`src/abu_defs.vh`:
```
// Register offsets, field positions, reset values and vectors of the address breakpoint unit
`ifndef ABU_DEFS_VH
`define ABU_DEFS_VH
`define ABU_OFF_STATUS_CONTROL   12'h000
`define ABU_OFF_ADDRESS_HIGH     12'h004
`define ABU_OFF_ADDRESS_LOW      12'h008
`define ABU_OFF_WAKEUP_STATUS    12'h00C
`define ABU_OFF_FLAG_CLEAR_CTRL  12'h010
`define ABU_BIT_MATCH_ENABLE     7
`define ABU_BIT_ACTIVE_FLAG      6
`define ABU_BIT_HALT_WAKEUP      1
`define ABU_BIT_FLAG_CLEAR_EN    7
`define ABU_RST_BYTE             8'h00
`define ABU_RST_ADDR             16'h0000
`define ABU_VECTOR_NORMAL        16'hFFFC
`define ABU_VECTOR_MONITOR       16'hFEFC
`define ABU_SOFT_INT_OPCODE      8'h83
`endif

```
`src/abu_comparator.v`:
```
// Registered 16-bit address comparator of the breakpoint unit
`timescale 1ns/10ps
module abu_comparator
(
   input  wire        pclk,
   input  wire        presetn,
   input  wire        enable,
   input  wire        addr_valid,
   input  wire [15:0] cpu_addr,
   input  wire [15:0] break_addr,
   output reg         match
);
   always @(posedge pclk or negedge presetn)
   begin
      if (!presetn)
         match <= 1'b0;
      else
         match <= enable && addr_valid && (cpu_addr == break_addr);
   end
endmodule

```
`src/abu_top.v`:
```
// Address breakpoint unit: APB registers, match and forced break, halt control
//
// Decided for this implementation: the placing of the registers and the APB interface to the registers.
`timescale 1ns/10ps
`include "abu_defs.vh"
module abu_top
(
   input  wire        pclk,
   input  wire        presetn,
   input  wire        psel,
   input  wire        penable,
   input  wire        pwrite,
   input  wire [11:0] paddr,
   input  wire [31:0] pwdata,
   output reg  [31:0] prdata,
   output reg         pready,
   output reg         pslverr,
   input  wire [15:0] cpu_addr,
   input  wire        cpu_addr_valid,
   input  wire        cpu_last_cycle,
   input  wire        cpu_break_taken,
   input  wire        cpu_rti_done,
   input  wire        monitor_mode,
   input  wire        wait_mode,
   input  wire        stop_mode,
   input  wire        test_high_voltage,
   output reg         break_request,
   output reg  [7:0]  soft_interrupt_opcode,
   output reg  [15:0] break_vector,
   output reg         break_state,
   output reg         timer_hold,
   output reg         watchdog_hold,
   output reg         halt_wakeup,
   output reg         status_clear_allow
);
   reg         brk_match_enable;
   reg         brk_active_flag;
   reg         halt_wakeup_flag;
   reg         flag_clear_in_halt_enable;
   reg  [7:0]  break_address_high;
   reg  [7:0]  break_address_low;
   reg  [1:0]  seq_state;
   reg  [1:0]  next_seq_state;
   wire [1:0]  async_in;
   wire [1:0]  sync_out;
   wire        mon_sync;
   wire        thv_sync;
   wire        sel_status_control;
   wire        sel_address_high;
   wire        sel_address_low;
   wire        sel_wakeup_status;
   wire        sel_flag_clear_ctrl;
   wire        break_event;
   wire        at_boundary;
   wire        match;
   wire        wr_en;
   wire        rd_en;
   wire        forced;
   wire        halted;
   reg  [31:0] next_rdata;
   reg         next_err;

   localparam  SEQ_IDLE  = 2'b00;
   localparam  SEQ_WAIT  = 2'b01;
   localparam  SEQ_REQ   = 2'b10;
   localparam  SEQ_BREAK = 2'b11;

   // monitor_mode and test_high_voltage pass a two-stage synchroniser, one per pin; wait_mode and stop_mode are used unsynchronised
   assign async_in = {test_high_voltage, monitor_mode};

   genvar gi;
   generate
      for (gi = 0; gi < 2; gi = gi + 1)
      begin : g_sync
         reg stage_one;
         reg stage_two;
         always @(posedge pclk or negedge presetn)
         begin
            if (!presetn)
            begin
               stage_one <= 1'b0;
               stage_two <= 1'b0;
            end
            else
            begin
               stage_one <= async_in[gi];
               stage_two <= stage_one;
            end
         end
         assign sync_out[gi] = stage_two;
      end
   endgenerate

   assign mon_sync = sync_out[0];
   assign thv_sync = sync_out[1];

   // Comparator runs regardless of wait mode
   abu_comparator u_cmp
   (
      .pclk       (pclk),
      .presetn    (presetn),
      .enable     (brk_match_enable),
      .addr_valid (cpu_addr_valid),
      .cpu_addr   (cpu_addr),
      .break_addr ({break_address_high, break_address_low}),
      .match      (match)
   );

   // Register selects and transfer qualifiers
   assign sel_status_control  = (paddr == `ABU_OFF_STATUS_CONTROL);
   assign sel_address_high    = (paddr == `ABU_OFF_ADDRESS_HIGH);
   assign sel_address_low     = (paddr == `ABU_OFF_ADDRESS_LOW);
   assign sel_wakeup_status   = (paddr == `ABU_OFF_WAKEUP_STATUS);
   assign sel_flag_clear_ctrl = (paddr == `ABU_OFF_FLAG_CLEAR_CTRL);
   assign wr_en       = psel && penable && pwrite && pready;
   assign rd_en       = psel && penable && !pwrite && pready;
   assign forced      = wr_en && sel_status_control && pwdata[`ABU_BIT_ACTIVE_FLAG];
   assign halted      = wait_mode || stop_mode;
   assign break_event = match || forced;
   assign at_boundary = cpu_last_cycle || halted;

   // Match enable of the status control register
   always @(posedge pclk or negedge presetn)
   begin
      if (!presetn)
         brk_match_enable <= 1'b0;
      else if (wr_en && sel_status_control)
         brk_match_enable <= pwdata[`ABU_BIT_MATCH_ENABLE];
   end

   // Break address, high byte
   always @(posedge pclk or negedge presetn)
   begin
      if (!presetn)
         break_address_high <= `ABU_RST_BYTE;
      else if (wr_en && sel_address_high)
         break_address_high <= pwdata[7:0];
   end

   // Break address, low byte
   always @(posedge pclk or negedge presetn)
   begin
      if (!presetn)
         break_address_low <= `ABU_RST_BYTE;
      else if (wr_en && sel_address_low)
         break_address_low <= pwdata[7:0];
   end

   // Flag clear enable, protected by default
   always @(posedge pclk or negedge presetn)
   begin
      if (!presetn)
         flag_clear_in_halt_enable <= 1'b0;
      else if (wr_en && sel_flag_clear_ctrl)
         flag_clear_in_halt_enable <= pwdata[`ABU_BIT_FLAG_CLEAR_EN];
   end

   // Active flag: a match or a write of one sets it; set wins over clear
   always @(posedge pclk or negedge presetn)
   begin
      if (!presetn)
         brk_active_flag <= 1'b0;
      else if (break_event)
         brk_active_flag <= 1'b1;
      else if (wr_en && sel_status_control && !pwdata[`ABU_BIT_ACTIVE_FLAG])
         brk_active_flag <= 1'b0;
   end

   // Wakeup flag: break accepted while in wait or stop; set wins over clear
   always @(posedge pclk or negedge presetn)
   begin
      if (!presetn)
         halt_wakeup_flag <= 1'b0;
      else if (cpu_break_taken && halted)
         halt_wakeup_flag <= 1'b1;
      else if (wr_en && sel_wakeup_status && !pwdata[`ABU_BIT_HALT_WAKEUP])
         halt_wakeup_flag <= 1'b0;
   end

   // Break sequencer: the request stands until the core takes the break
   always @*
   begin
      next_seq_state = seq_state;
      case (seq_state)
         SEQ_IDLE:
         begin
            if (cpu_break_taken)
               next_seq_state = SEQ_BREAK;
            else if (break_event && at_boundary)
               next_seq_state = SEQ_REQ;
            else if (break_event)
               next_seq_state = SEQ_WAIT;
         end
         SEQ_WAIT:
         begin
            if (cpu_break_taken)
               next_seq_state = SEQ_BREAK;
            else if (at_boundary)
               next_seq_state = SEQ_REQ;
         end
         SEQ_REQ:
         begin
            if (cpu_break_taken)
               next_seq_state = SEQ_BREAK;
         end
         SEQ_BREAK:
         begin
            if (cpu_rti_done)
               next_seq_state = SEQ_IDLE;
         end
         default:
            next_seq_state = SEQ_IDLE;
      endcase
   end

   // Registered outputs toward the CPU core
   always @(posedge pclk or negedge presetn)
   begin
      if (!presetn)
      begin
         seq_state             <= SEQ_IDLE;
         break_request         <= 1'b0;
         break_state           <= 1'b0;
         soft_interrupt_opcode <= `ABU_RST_BYTE;
         break_vector          <= `ABU_RST_ADDR;
      end
      else
      begin
         seq_state             <= next_seq_state;
         break_request         <= (next_seq_state == SEQ_REQ);
         break_state           <= (next_seq_state == SEQ_BREAK);
         soft_interrupt_opcode <= `ABU_SOFT_INT_OPCODE;
         break_vector          <= mon_sync ? `ABU_VECTOR_MONITOR : `ABU_VECTOR_NORMAL;
      end
   end

   // Side effects of the break request and break state on neighbouring blocks
   always @(posedge pclk or negedge presetn)
   begin
      if (!presetn)
         timer_hold <= 1'b0;
      else
         timer_hold <= break_state || cpu_break_taken;
   end

   always @(posedge pclk or negedge presetn)
   begin
      if (!presetn)
         watchdog_hold <= 1'b0;
      else
         watchdog_hold <= (break_state || cpu_break_taken) && thv_sync;
   end

   always @(posedge pclk or negedge presetn)
   begin
      if (!presetn)
         halt_wakeup <= 1'b0;
      else
         halt_wakeup <= break_request && halted;
   end

   always @(posedge pclk or negedge presetn)
   begin
      if (!presetn)
         status_clear_allow <= 1'b1;
      else
         status_clear_allow <= !(break_state || cpu_break_taken) || flag_clear_in_halt_enable;
   end

   // APB read mux
   always @*
   begin
      next_rdata = 32'h00000000;
      next_err   = 1'b0;
      case (paddr)
         `ABU_OFF_STATUS_CONTROL:
         begin
            next_rdata[`ABU_BIT_MATCH_ENABLE] = brk_match_enable;
            next_rdata[`ABU_BIT_ACTIVE_FLAG]  = brk_active_flag;
         end
         `ABU_OFF_ADDRESS_HIGH:
            next_rdata[7:0] = break_address_high;
         `ABU_OFF_ADDRESS_LOW:
            next_rdata[7:0] = break_address_low;
         `ABU_OFF_WAKEUP_STATUS:
            next_rdata[`ABU_BIT_HALT_WAKEUP] = halt_wakeup_flag;
         `ABU_OFF_FLAG_CLEAR_CTRL:
            next_rdata[`ABU_BIT_FLAG_CLEAR_EN] = flag_clear_in_halt_enable;
         default:
            next_err = 1'b1;
      endcase
   end

   // One wait state: pready in second access cycle
   always @(posedge pclk or negedge presetn)
   begin
      if (!presetn)
         pready <= 1'b0;
      else
         pready <= psel && penable && !pready;
   end

   // Error answer for an unmapped address, alongside pready
   always @(posedge pclk or negedge presetn)
   begin
      if (!presetn)
         pslverr <= 1'b0;
      else
         pslverr <= psel && penable && !pready && next_err;
   end

   // Read data stands only in the answer cycle
   always @(posedge pclk or negedge presetn)
   begin
      if (!presetn)
         prdata <= 32'h00000000;
      else if (psel && penable && !pready && !pwrite)
         prdata <= next_rdata;
      else if (rd_en)
         prdata <= 32'h00000000;
   end
endmodule

```
`config.mk`:
```
export PLATFORM = sky130hd
export DESIGN_NAME = abu_top
export DESIGN_NICKNAME = d
export VERILOG_FILES = /design/src/abu_comparator.v /design/src/abu_top.v
export VERILOG_INCLUDE_DIRS = /design/src /design/src/src
export SDC_FILE = /design/constraint.sdc
export NUM_CORES = 1
export LEC_CHECK = 0
export BUFFER_PORTS_ARGS = -buffer_cell sky130_fd_sc_hd__buf_4
export CAP_MARGIN = 5
export CORE_MARGIN = 2
export CORE_UTILIZATION = 34
export CTS_CLUSTER_DIAMETER = 120
export DETAILED_ROUTE_END_ITERATION = 7
export GPL_ROUTABILITY_DRIVEN = 0
export PLACE_DENSITY = 0.75
export SLEW_MARGIN = 40
export SYNTH_ARGS = -nofsm -noshare
export SYNTH_HDL_FRONTEND = slang
export SYNTH_SLANG_ARGS = --single-unit
```
`constraint.sdc`:
```
create_clock -name pclk -period 4 [get_ports pclk]
set_input_delay 0 -clock pclk [delete_from_list [all_inputs] [get_ports pclk]]
set_output_delay 0 -clock pclk [all_outputs]
set_load 0.005 [all_outputs]
```
# Yosys cells after proc, flatten, opt, wreduce, memory -nomap -nowiden
# Index checks and enable logic that the tools add are counted.
# op_classes
eq_ne,10
mux,21
n_reduce_logical,38
# ops
operator,count
32-bit two-way mux,2
"12-bit by 4-bit == test with 1-bit output, second input constant",2
1-bit logical AND,22
16-bit == test,1
2-bit two-way mux,7
"12-bit by 3-bit == test with 1-bit output, second input constant",1
"12-bit by 5-bit == test with 1-bit output, second input constant",1
12-bit zero test,1
9-bit two-way mux,1
"2-bit == test, second input constant",4
2-bit one-hot mux with 4 select lines,1
4-bit one-hot mux with 2 select lines,1
1-bit one-hot mux with 3 select lines,2
2-bit nonzero test,3
1-bit zero test,5
1-bit logical OR,5
1-bit two-way mux,5
5-bit OR reduction,1
1-bit one-hot mux with 4 select lines,1
"2-bit by 1-bit == test with 1-bit output, second input constant",1
2-bit zero test,1
1-bit one-hot mux with 2 select lines,1
# word_totals
regBits,78
in_bits,73
out_inout_bits,64
wordCells,92

# Logic depth before layout (Yosys ltp)
# Gate-level depths: netlist (run 1).
# logic_depth
depth_word,11
depth_mapped,5
ltp_nobuf,4

# Hierarchy
# Synthesis (run 1) repeated with hierarchy kept, for this count alone.
# hier_totals
hier_cells,225
area_unflattened_um2,2492.4
# by_module_without_submodules
module,instances,cells_per_inst,area_each_um2,seq_area_each_um2
abu_top,1,202,2283.4,1102.3
abu_comparator,1,23,209.0,25.0

# Least setup slack after synthesis (run 1)
# No wires, ideal clock.
# synth_path
path_kind,in2reg
start,input paddr[9]
end,register break_address_low[0]
setup_time_ns,0.125
arrival_ns,1.742
required_time_ns,3.875
slack_ns,2.134
cell_stages,5
n_path_buf,1
cell_sequence,or4_1 > or2_1 > buf_6 > nor4b_4 > mux2_2
# synth_via
elab_chain_len,2
# synth_rtl
item,line_no,rtl
from (decl),abu_top.v:13,"input wire [11:0] paddr,"
12-bit by 4-bit == test with 1-bit output,n/a,
1-bit logical AND,abu_top.v:145,else if (wr_en && sel_address_low)
to (signal assigned),abu_top.v:144,break_address_low <= `ABU_RST_BYTE;
to (signal assigned),abu_top.v:146,break_address_low <= pwdata[7:0];
to (decl),abu_top.v:41,reg [7:0] break_address_low;
# Every way passes these cells.
# A chain may end at the register's enable or synchronous reset.

# Worst setup path after layout (run 1)
# layout_path
start,register pready
end,register break_address_high[1]
# layout_via
elab_chain_len,2
# layout_rtl
item,line_no,rtl
from (decl),abu_top.v:16,"output reg pready,"
from (signal assigned),abu_top.v:300,pready <= psel && penable && !pready;
1-bit logical AND,abu_top.v:115,assign wr_en = psel && penable && pwrite && pready;
1-bit logical AND,abu_top.v:136,else if (wr_en && sel_address_high)
to (signal assigned),abu_top.v:135,break_address_high <= `ABU_RST_BYTE;
to (signal assigned),abu_top.v:137,break_address_high <= pwdata[7:0];
to (decl),abu_top.v:40,reg [7:0] break_address_high;
# Every way passes these cells.

==> impl_metrics.csv, run 1 <==
group,metric,value,unit
clock_tree,insertion_delay,0.30,ns
clock_tree,cts_htree_levels,2,
flow_run,drv_cap,0,
critical_path,timing_worst_setup_path_type,"flop to flop",
floorplanning,floorplan.rows,30,
final_layout,multiInputGateArea,0.00101,sq mm
grt,wire_length_of_the_first_global_routing_pass,8400,um
run_status,run_status,"finished clean",
yosys,share_of_synthesized_area_occupied_by_flip_flops_and_latches,0.469,
floorplanning,die-height,88.1,um
critical_path,worst_path_arrival,2.20,ns
yosys,total_standard_cell_area_after_synthesis,0.00241,sq mm
floorplanning,die_area,0.00777,sq mm
clock_tree,tritoncts.num_buffers,5,
sta,finalSetupViolCount,0,
final_layout,layout_commonest_cell,"sky130_fd_sc_hd__buf_4",
yosys,synthesis.instances,221,
power_and_ir_drop,ir_drop,0.158,mV
detailed_routing,route.vias.total,1796,
power_and_ir_drop,p_comb_frac,0.196,
power_and_ir_drop,intPower,0.000724,W
sta,post-route-min-period,2.02,ns
clock_tree,tritoncts,"yes",
power_and_ir_drop,power_frac_clock,0.274,
grt,grt_overflow,0,
critical_path,critPathLaunchType,"flop",
place,placed_area,0.00288,sq mm
power_and_ir_drop,switching_share,0.262,
place,port_buffers,81,
sta,layout_setup_ws,1.98,ns
floorplanning,core_region_area,0.00683,sq mm
final_layout,regArea,0.00113,sq mm
critical_path,setup.worst_path.end_class,"flop",
clock_tree,clock-sinks,45,
sta,slew-limit-headroom,0.558,
yosys,synth-edff-count,0,
detailed_routing,detail_route.iter0.violations,68,
floorplanning,initial_core_util,0.352,
yosys,synth_warnings,0,
detailed_routing,remaining_drc_errors,0,
final_layout,area_growth,30.3,%
yosys,syn-mean-instance-area,10.9,sq um
grt,largest_net_degree_at_the_start_of_global_routing,46,
clock_tree,clkSlewWorstSetupHoldPaths,0.08,ns
final_layout,antenna_diode_instance_count,0,
sta,finalHoldViolCount,0,
power_and_ir_drop,leakagePower,1.51,nW
critical_path,cp.required,4.18,ns
detailed_routing,routed_via_density,4.47,
yosys,asr_flop_ratio_synth,1.00,
yosys,post_synth_and_or_nand_nor_area_fraction,0.133,
grt,grt_use_total,0.141,
power_and_ir_drop,switching_power,0.000257,W
floorplanning,number_of_placed_i_o_pins,137,
sta,setup_tns,0,ns
power_and_ir_drop,power,0.000981,W
place,detailedPlace.worstSlack,1.78,ns
clock_tree,post-cts-setup-buffer-count,0,
yosys,synth_top_flop_cell,"sky130_fd_sc_hd__dfrtp_1",
final_layout,fin_nets,378,
yosys,yosys.area_share.xor_xnor,0.0582,
final_layout,layout.cells.most_common_list,"sky130_fd_sc_hd__buf_4, sky130_fd_sc_hd__dfrtp_1, sky130_fd_sc_hd__conb_1",
grt,grt_antenna_before_repair,0,
clock_tree,clock_path_buffers,2,
sta,fin_crit_sh,0.506,
yosys,portion_of_netlist_area_occupied_by_mux_cells,0.0972,
yosys,synth_fa_ha_area_frac,0,
sta,grt_setup_unrepaired,"no",
clock_tree,cts_root_buf,"sky130_fd_sc_hd__clkbuf_8",
yosys,synthDominantCellAreaShare,0.458,
sta,worst_clock_skew,0.00424,ns
place,hpwlAfterDp,4010,um
detailed_routing,dr.pass1.iters,4,
final_layout,final.fill_count,676,
yosys,synth-seq-cells,45,
yosys,synth_largest_area_cell,"sky130_fd_sc_hd__dfrtp_1",
detailed_routing,route.detailed.wl_per_inst,12.7,um
critical_path,cp_max_fo,8,
yosys,complex_gate_fraction_of_the_synthesized_area,0.0811,
sta,worst_slew_pin_slew,0.660,ns
final_layout,design_area,0.00313,sq mm
yosys,synth_top_family_by_area,"buffers and inverters",
sta,timing.final.max_slew_violations,0,
floorplanning,die_width,88.1,um
yosys,post_synth_num_cell_types,41,
yosys,synth_area_leaders,"sky130_fd_sc_hd__dfrtp_1, sky130_fd_sc_hd__buf_4, sky130_fd_sc_hd__mux2_2",
detailed_routing,route.antenna.remaining_nets,0,
sta,max_clock_freq,495,MHz
min_path,hp-class,"input port to flop",
grt,number_of_global_route_vias_before_repair,1763,
final_layout,layout-drive-gt1-share,0.369,
power_and_ir_drop,share_seq_of_total_power,0.530,
power_and_ir_drop,power.density_cell_area,313,mW/mm^2
detailed_routing,wirelength,5120,um
## synth_stat cells (all sizes together), types with 2 or more instances
cell type / count
o21ai: 10
mux2i: 2
buf: 47
mux2: 19
nand2b: 2
a21oi: 4
nand2: 12
inv: 3
clkbuf: 4
nor3: 4
nand3: 4
or2: 3
or3: 3
xor2: 3
conb: 2
or4: 3
nor4b: 2
nor2b: 3
xnor2: 13
nor2: 6
nand4: 5
a22oi: 6
nor4: 3
dfrtp: 44
## through the flow
stage                     utilization  hold slack [ns]  cells
final                           0.459          0.00421    402
after global routing            0.459           0.0280    402
after CTS                       0.458         0.000958    402
after detailed placement        0.421           0.0348    377
after global placement          0.421           0.0253    377
after floorplan                     -           -0.296    251
## area by class of cell
| class | instances | area share |
|---|---|---|
| inverters | 3 | 0.00359 |
| repair buffers | 98 | 0.248 |
| clock inverters | 2 | 0.00319 |
| flip-flops and latches | 45 | 0.360 |
| multi-input cells | 152 | 0.324 |
| well taps | 96 | 0.0383 |
| clock buffers | 6 | 0.0232 |
## worst paths after layout
| path | to | slack (ns) | start | depth (start not counted) |
|---|---|---|---|---|
| min in group asynchronous | break_vector[8] | 0.23 | presetn | 2 |
| max in group asynchronous | u_cmp.match | 3.37 | presetn | 2 |
| worst min-delay path | pslverr | 0.004 | psel | 3 |
| worst min register to register | g_sync[0].stage_two | 0.35 | g_sync[0].stage_one | 0 |
| worst max-delay path | break_address_high[1] | 1.98 | pready | 3 |
| worst max register to register | break_address_high[1] | 1.98 | pready | 3 |
## state kept, by name, indices dropped and copies added, names as in the netlist
register / flops
halt_wakeup_flag: 1
u_cmp.match: 1
g_sync.stage_two: 2
break_address_high: 8
flag_clear_in_halt_enable: 1
break_vector: 2
seq_state: 2
brk_match_enable: 1
watchdog_hold: 1
g_sync.stage_one: 2
halt_wakeup: 1
timer_hold: 1
brk_active_flag: 1
status_clear_allow: 1
break_state: 1
break_request: 1
pready: 1
break_address_low: 8
pslverr: 1
prdata: 8
## power groups by stage
| stage | Sequential, W | Combinational [W] | Clock, W |
|---|---|---|---|
| global placement | 0.000527 | 0.000176 | 0 |
| global route | 0.000527 | 0.000217 | 0.000299 |
| detailed placement | 0.000531 | 0.000180 | 0 |
| CTS | 0.000522 | 0.000194 | 0.000278 |
| finish | 0.000520 | 0.000192 | 0.000269 |
| floorplan | 0.000527 | 0.000103 | 0 |
## what timing repair did
item | 4_1_cts | 5_1_grt
hold buffers | 17 | 0
endpoints found under the hold margin | 70 | 0
resized for setup | 0 | 0
## kinds of logic after synthesis
group / Yosys count
buffers and inverters: 54
AND/OR/NAND/NOR: 53
flip-flops: 45
AO/OA/AOI/OAI: 30
multiplexers: 21
XOR/XNOR: 16
other: 2
## worst max-delay path, stage by stage, from the launching register on
cell and delay (ns):
sky130_fd_sc_hd__dfrtp_1 0.45, sky130_fd_sc_hd__nand4_1 0.36, sky130_fd_sc_hd__nor4b_4 0.69, sky130_fd_sc_hd__mux2_2 0.41
## per-layer routing
layer,part of all wire,up-vias,global-route usage
li1,-,854,-
met1,0.42,864,0.174
met2,0.51,73,0.253
met3,0.061,5,0.0311
met4,0.0084,0,0.0303
met5,0,-,0
No activity file was read; power rests on OpenSTA's default activity.
==> run 2, diff against run 1 <==
--- a/config.mk
+++ b/config.mk
@@ -13,7 +13,7 @@
 export CTS_CLUSTER_DIAMETER = 120
 export DETAILED_ROUTE_END_ITERATION = 7
 export GPL_ROUTABILITY_DRIVEN = 0
-export PLACE_DENSITY = 0.75
+export PLACE_DENSITY = 0.78
 export SLEW_MARGIN = 40
 export SYNTH_ARGS = -nofsm -noshare
 export SYNTH_HDL_FRONTEND = slang
==> constraint.sdc (replaced) <==
create_clock -name pclk -period 1.8 [get_ports pclk]
set_input_delay 0 -clock pclk [delete_from_list [all_inputs] [get_ports pclk]]
set_output_delay 0 -clock pclk [all_outputs]
set_load 0.005 [all_outputs]
==> run 2 against run 1 <==
  * Clock power grew to 2.6 times the previous value
  * Critical endpoint is now break_address_high[4]
  * Routed wire length grew 2.5%
  * Largest cell class unchanged
  * Global-route usage shrank 0.051 points
  * Hold slack gained 0.018 ns
  * First-iteration DRC count grew 15%
  * Final cell count grew 1.7%
==> impl_metrics.csv, run 2 (synthesis results as in run 1) <==
group,metric,value,unit
run_status,run_status,"finished clean",
clock_tree,tritoncts,"yes",
floorplanning,die-height,88.1,um
clock_tree,post-cts-setup-buffer-count,0,
critical_path,path_delay_family,"buffers and inverters",
flow_run,drv_cap,0,
critical_path,buffers_plus_inverters_on_the_worst_setup_path,3,
clock_tree,cts_htree_levels,2,
min_path,hp-class,"input port to flop",
critical_path,crit_path_max_incr_delay,0.54,ns
sta,slew-limit-headroom,0.633,
min_path,min_path_cells,3,
sta,grt_setup_unrepaired,"no",
critical_path,slowest_stage,"sky130_fd_sc_hd__dlygate4sd3_1",
clock_tree,cts_root_buf,"sky130_fd_sc_hd__clkbuf_8",
detailed_routing,remaining_drc_errors,0,
critical_path,timing_worst_setup_path_type,"input port to flop",
final_layout,layout.cells.most_common_list,"sky130_fd_sc_hd__buf_4, sky130_fd_sc_hd__dfrtp_1, sky130_fd_sc_hd__conb_1",
critical_path,setup.worst_path.end_class,"flop",
detailed_routing,route.vias.total,1841,
detailed_routing,wirelength,5250,um
grt,grt_use_met3,0.0396,
floorplanning,die_width,88.1,um
floorplanning,initial_core_util,0.352,
clock_tree,cts_resized,0,
final_layout,layout_commonest_cell,"sky130_fd_sc_hd__buf_4",
grt,global_route.usage.met2,0.239,
grt,grt_overflow,0,
sta,worst_clock_skew,0.00697,ns
final_layout,reg_top3,"break_address_high x8, break_address_low x8, prdata x8",
floorplanning,core_region_area,0.00683,sq mm
sta,finalSetupViolCount,0,
detailed_routing,detail_route.iter0.violations,78,
power_and_ir_drop,ir_drop,0.331,mV
clock_tree,clock-sinks,45,
critical_path,rr_worst_depth,4,
final_layout,final_core_util,0.468,
clock_tree,clkSlewWorstSetupHoldPaths,0.08,ns
grt,gr-max-usage-layer,"met2",
detailed_routing,route.antenna.remaining_nets,0,
sta,timing.final.max_slew_violations,0,
critical_path,cp.depth,6,
clock_tree,quantity_of_hold_fixing_buffers_added_after_cts,17,
floorplanning,number_of_placed_i_o_pins,137,
sta,max_clock_freq,594,MHz
critical_path,critPathLaunchType,"input port",
critical_path,cp_max_fo,8,
critical_path,worst_path_arrival,1.87,ns
grt,number_of_global_route_vias_before_repair,1744,
place,hpwlAfterDp,4060,um
power_and_ir_drop,leakagePower,1.55,nW
final_layout,area_growth,33.0,%
clock_tree,clock_path_buffers,2,
detailed_routing,route.detailed.wl_per_inst,12.8,um
final_layout,layout-drive-gt1-share,0.383,
sta,fin_crit_sh,0.935,
critical_path,path_common_cell,"sky130_fd_sc_hd__buf_4",
final_layout,fin_nets,385,
power_and_ir_drop,power.density_cell_area,714,mW/mm^2
place,detailedPlace.worstSlack,-0.163,ns
grt,grt_use_total,0.140,
detailed_routing,routed_via_density,4.50,
sta,worst_slew_pin_slew,0.551,ns
place,port_buffers,81,
critical_path,crit_chain,"dlygate4sd3_1 -> buf_4 -> nand4_1 -> nor4b_4 -> buf_4 -> mux2_2",
floorplanning,die_area,0.00777,sq mm
grt,wire_length_of_the_first_global_routing_pass,8230,um
detailed_routing,dr.pass1.iters,4,
final_layout,antenna_diode_instance_count,0,
sta,finalHoldViolCount,0,
grt,largest_net_degree_at_the_start_of_global_routing,46,
sta,layout_setup_ws,0.118,ns
clock_tree,insertion_delay,0.30,ns
critical_path,cp.required,1.99,ns
floorplanning,floorplan.rows,30,
grt,grt_antenna_before_repair,0,
sta,post-route-min-period,1.68,ns
grt,global_route.usage.met1,0.173,
clock_tree,tritoncts.num_buffers,5,
[run 2: changes by cell type in the layout (fill, tap and decap cells not counted)]
cell / previous run / this run
sky130_fd_sc_hd__nor4_1: 2 / 3
sky130_fd_sc_hd__clkinv_2: 2 / 1
sky130_fd_sc_hd__buf_4: 81 / 88
sky130_fd_sc_hd__nor4_2: 1 / 0
sky130_fd_sc_hd__clkbuf_1: 1 / 0
sky130_fd_sc_hd__clkbuf_8: 5 / 7
[run 2: path summary, 6_finish.rpt]
kind                                         endpoint  slack, ns                start
worst max-delay path            break_address_high[4]       0.12              penable
worst max register to register  break_address_high[4]       0.12               pready
max in group asynchronous                 u_cmp.match       1.20              presetn
worst min register to register    g_sync[1].stage_two       0.36  g_sync[1].stage_one
worst min-delay path                      u_cmp.match       0.02         cpu_addr[12]
min in group asynchronous                 halt_wakeup       0.22              presetn
[run 2: worst reg2reg max path, cell delays in order, from the launching register on]
cell and delay [ns]:
sky130_fd_sc_hd__dfrtp_1 0.35, sky130_fd_sc_hd__nand4_1 0.29, sky130_fd_sc_hd__nor4b_4 0.37, sky130_fd_sc_hd__buf_4 0.21, sky130_fd_sc_hd__mux2_2 0.34
[run 2: per-layer routing]
layer | up-vias | part of all wire
li1 | 872 | -
met1 | 874 | 0.40
met2 | 90 | 0.51
met3 | 5 | 0.077
met4 | 0 | 0.011
met5 | - | 0
[run 2: final cells by class]
class                   instances  area, sq um
fillers                       650         3630
flip-flops and latches         45         1130
multi-input cells             152         1010
repair buffers                105          831
well taps                      96          120
clock buffers                   7         96.3
inverters                       3         11.3
clock inverters                 1         5.00
[run 2: metrics by stage]
step           TNS [ns]  power [W]  area [sq um]  hold slack [ns]  cells
5_1_grt               0    0.00241          3200           0.0126    409
2_1_floorplan    -0.146    0.00140          2520           -0.296    251
3_5_place_dp      -2.94    0.00159          2930           0.0342    384
3_3_place_gp      -2.51    0.00157          2930           0.0296    384
4_1_cts               0    0.00230          3200           0.0231    409
6_report              0    0.00228          3200           0.0219    409
[run 2: power breakdown]
group | switching, W | internal, W | total (W)
clock | 0.000345 | 0.000347 | 0.000692
combinational | 0.000186 | 0.000254 | 0.000439
sequential | 0.0000622 | 0.00109 | 0.00115
total | 0.000592 | 0.00169 | 0.00228
==> run 3, diff against run 2 <==
--- a/config.mk
+++ b/config.mk
@@ -6,6 +6,7 @@
 export SDC_FILE = /design/constraint.sdc
 export NUM_CORES = 1
 export LEC_CHECK = 0
+export ABC_AREA = 1
 export BUFFER_PORTS_ARGS = -buffer_cell sky130_fd_sc_hd__buf_4
 export CAP_MARGIN = 5
 export CORE_MARGIN = 2
@@ -13,7 +14,7 @@
 export CTS_CLUSTER_DIAMETER = 120
 export DETAILED_ROUTE_END_ITERATION = 7
 export GPL_ROUTABILITY_DRIVEN = 0
-export PLACE_DENSITY = 0.78
+export PLACE_DENSITY = 0.77
 export SLEW_MARGIN = 40
 export SYNTH_ARGS = -nofsm -noshare
 export SYNTH_HDL_FRONTEND = slang
==> run 3 against run 2 <==
  * Clock power grew 16%
  * Non-clock buffer count shrank 13
  * Setup slack improved by 0.27 ns
  * Final cell count grew 20%
  * Synthesized area rose by 8.4%
  * Sequential share of layout area decreased by 1.3 points
  * Critical path depth fell by 1
  * Combinational power rose by 13%
  * Die area increased by 8.0%
  * Synthesized cell count rose by 41%
  * Critical path type is now flop to flop
  * Critical endpoint is now break_address_low[5]
  * Largest cell class unchanged
  * Largest power group unchanged
==> impl_metrics.csv, run 3 <==
group,metric,value,unit
detailed_routing,wl_met1,2500,um
floorplanning,floorplan.rows,31,
yosys,synth_largest_area_cell,"sky130_fd_sc_hd__dfrtp_1",
sta,finalSetupViolCount,0,
yosys,synth_top_flop_cell,"sky130_fd_sc_hd__dfrtp_1",
critical_path,slowest_stage,"sky130_fd_sc_hd__dfrtp_1",
sta,finalHoldViolCount,0,
grt,grt_overflow,0,
power_and_ir_drop,ir_drop,0.343,mV
grt,number_of_global_route_vias_before_repair,2109,
min_path,min-delay-start,"pwdata[6]",
final_layout,final_core_util,0.453,
sta,post-route-min-period,1.41,ns
clock_tree,clock-sinks,45,
floorplanning,die_area,0.00839,sq mm
yosys,synth_area_leaders,"sky130_fd_sc_hd__dfrtp_1, sky130_fd_sc_hd__buf_4, sky130_fd_sc_hd__nand2_1",
critical_path,critPathLaunchType,"flop",
critical_path,cp.depth,5,
floorplanning,core_region_area,0.00733,sq mm
clock_tree,quantity_of_hold_fixing_buffers_added_after_cts,11,
sta,slew-limit-headroom,0.624,
detailed_routing,dr.pass1.iters,4,
final_layout,fin_nets,465,
sta,max_clock_freq,709,MHz
detailed_routing,wirelength,5930,um
yosys,post_synth_num_cell_types,36,
clock_tree,tritoncts.num_buffers,5,
floorplanning,die-height,91.6,um
yosys,asr_flop_ratio_synth,1.00,
yosys,share_of_synthesized_area_occupied_by_flip_flops_and_latches,0.432,
place,detailedPlace.worstSlack,0.399,ns
critical_path,worst_path_arrival,1.59,ns
place,port_buffers,81,
detailed_routing,route.antenna.remaining_nets,0,
flow_run,drv_cap,0,
yosys,total_standard_cell_area_after_synthesis,0.00261,sq mm
clock_tree,post-cts-setup-buffer-count,0,
sta,layout_setup_ws,0.390,ns
min_path,min_path_cells,3,
grt,largest_net_degree_at_the_start_of_global_routing,46,
final_layout,reg_top3,"break_address_high x8, break_address_low x8, prdata x8",
final_layout,area_growth,27.4,%
sta,setup_tns,0,ns
min_path,hp-class,"input port to flop",
place,hpwlAfterDp,4550,um
clock_tree,cts_resized,0,
final_layout,layout_commonest_cell,"sky130_fd_sc_hd__buf_4",
sta,fin_crit_sh,0.783,
final_layout,layout.cells.most_common_list,"sky130_fd_sc_hd__buf_4, sky130_fd_sc_hd__nand2_1, sky130_fd_sc_hd__dfrtp_1",
critical_path,cp.required,1.98,ns
critical_path,buffers_plus_inverters_on_the_worst_setup_path,0,
yosys,synth_warnings,0,
place,placed_area,0.00309,sq mm
floorplanning,die_width,91.6,um
sta,timing.final.max_slew_violations,0,
yosys,synthesis.instances,311,
run_status,run_status,"finished clean",
detailed_routing,routed_via_density,4.43,
power_and_ir_drop,leakagePower,1.74,nW
clock_tree,cts_root_buf,"sky130_fd_sc_hd__clkbuf_8",
yosys,syn-mean-instance-area,8.38,sq um
final_layout,design_area,0.00332,sq mm
power_and_ir_drop,power.density_cell_area,734,mW/mm^2
critical_path,setup.worst_path.end_class,"flop",
detailed_routing,routed-wl-met3,348,um
detailed_routing,route.vias.total,2182,
grt,grt_use_total,0.145,
critical_path,crit_path_max_incr_delay,0.44,ns
critical_path,timing_worst_setup_path_type,"flop to flop",
clock_tree,cts_htree_levels,2,
sta,final.hold.worst_slack,0.0107,ns
final_layout,final.fill_count,727,
critical_path,cp_max_fo,16,
floorplanning,initial_core_util,0.356,
critical_path,crit_path_start,"pready",
clock_tree,tritoncts,"yes",
clock_tree,insertion_delay,0.30,ns
final_layout,layout-drive-gt1-share,0.318,
detailed_routing,maxUsedRoutingLayer,"met4",
yosys,synth-seq-cells,45,
critical_path,path_delay_family,"simple AND/OR/NAND/NOR gates",
yosys,synthDominantCellAreaShare,0.422,
floorplanning,number_of_placed_i_o_pins,137,
sta,grt_setup_unrepaired,"no",
detailed_routing,route.detailed.wl_per_inst,12.1,um
detailed_routing,detail_route.iter0.violations,114,
final_layout,antenna_diode_instance_count,0,
yosys,synth.top_cells.by_count,"sky130_fd_sc_hd__nand2_1, sky130_fd_sc_hd__buf_4, sky130_fd_sc_hd__dfrtp_1, sky130_fd_sc_hd__inv_1, sky130_fd_sc_hd__nor2_1",
grt,grt_antenna_before_repair,0,
detailed_routing,met2_wirelength,3000,um
clock_tree,clkSlewWorstSetupHoldPaths,0.08,ns
yosys,synth-edff-count,0,
detailed_routing,remaining_drc_errors,0,
sta,worst_slew_pin_slew,0.564,ns
grt,wire_length_of_the_first_global_routing_pass,9670,um
critical_path,rr_worst_depth,5,
yosys,synth_most_common_cell,"sky130_fd_sc_hd__nand2_1",
critical_path,reg2reg_from,"pready",
sta,worst_clock_skew,0.00324,ns
clock_tree,clock_path_buffers,2,
critical_path,crit_chain,"nand2_2 -> nor2_4 -> nand3_2 -> nand2_1 -> o21ai_1",
==> run 3: tightest hold or removal path: cells and delay by family <==
family	cells	cell delay, ns
AO/OA/AOI/OAI	1	0.12
buffers and inverters	2	0.16
==> run 3: final timing paths <==
kind | slack, ns | end
worst min register to register | 0.35 | g_sync[1].stage_two
worst min-delay path | 0.01 | break_address_high[6]
min in group asynchronous | 0.24 | break_address_high[4]
worst max register to register | 0.39 | break_address_low[5]
max in group asynchronous | 1.18 | status_clear_allow
worst max-delay path | 0.39 | break_address_low[5]
==> run 3: kinds of logic after synthesis <==
family,count (synthesis),synth area share
simple gates,124,0.235
buf+inv,90,0.199
other cells,2,0.00288
compound gates,48,0.124
xor+xnor,2,0.00672
flops,45,0.432
==> run 3: routing by layer <==
metal | GRT usage | vias up
met4 | 0.0543 | 0
met5 | 0 | -
met2 | 0.258 | 89
met3 | 0.0249 | 8
met1 | 0.174 | 1006
li1 | - | 1079
==> run 3: power breakdown <==
part           switching [W]  internal [W]
clock               0.000352      0.000451
combinational       0.000254      0.000243
sequential         0.0000460       0.00109
==> run 3: area by class of cell <==
cell class	count	area, sq um	area share
Clock inverter	2	37.5	0.0113
Timing Repair Buffer	92	718	0.216
Tap cell	99	124	0.0373
Clock buffer	6	82.6	0.0249
Inverter	42	158	0.0475
Sequential cell	45	1130	0.339
Multi-Input combinational cell	206	1070	0.323
==> run 3: stage by stage <==
step	power, W	instances
global route	0.00257	492
floorplan	0.00145	341
detailed placement	0.00163	473
finish	0.00244	492
global placement	0.00161	473
CTS	0.00246	492
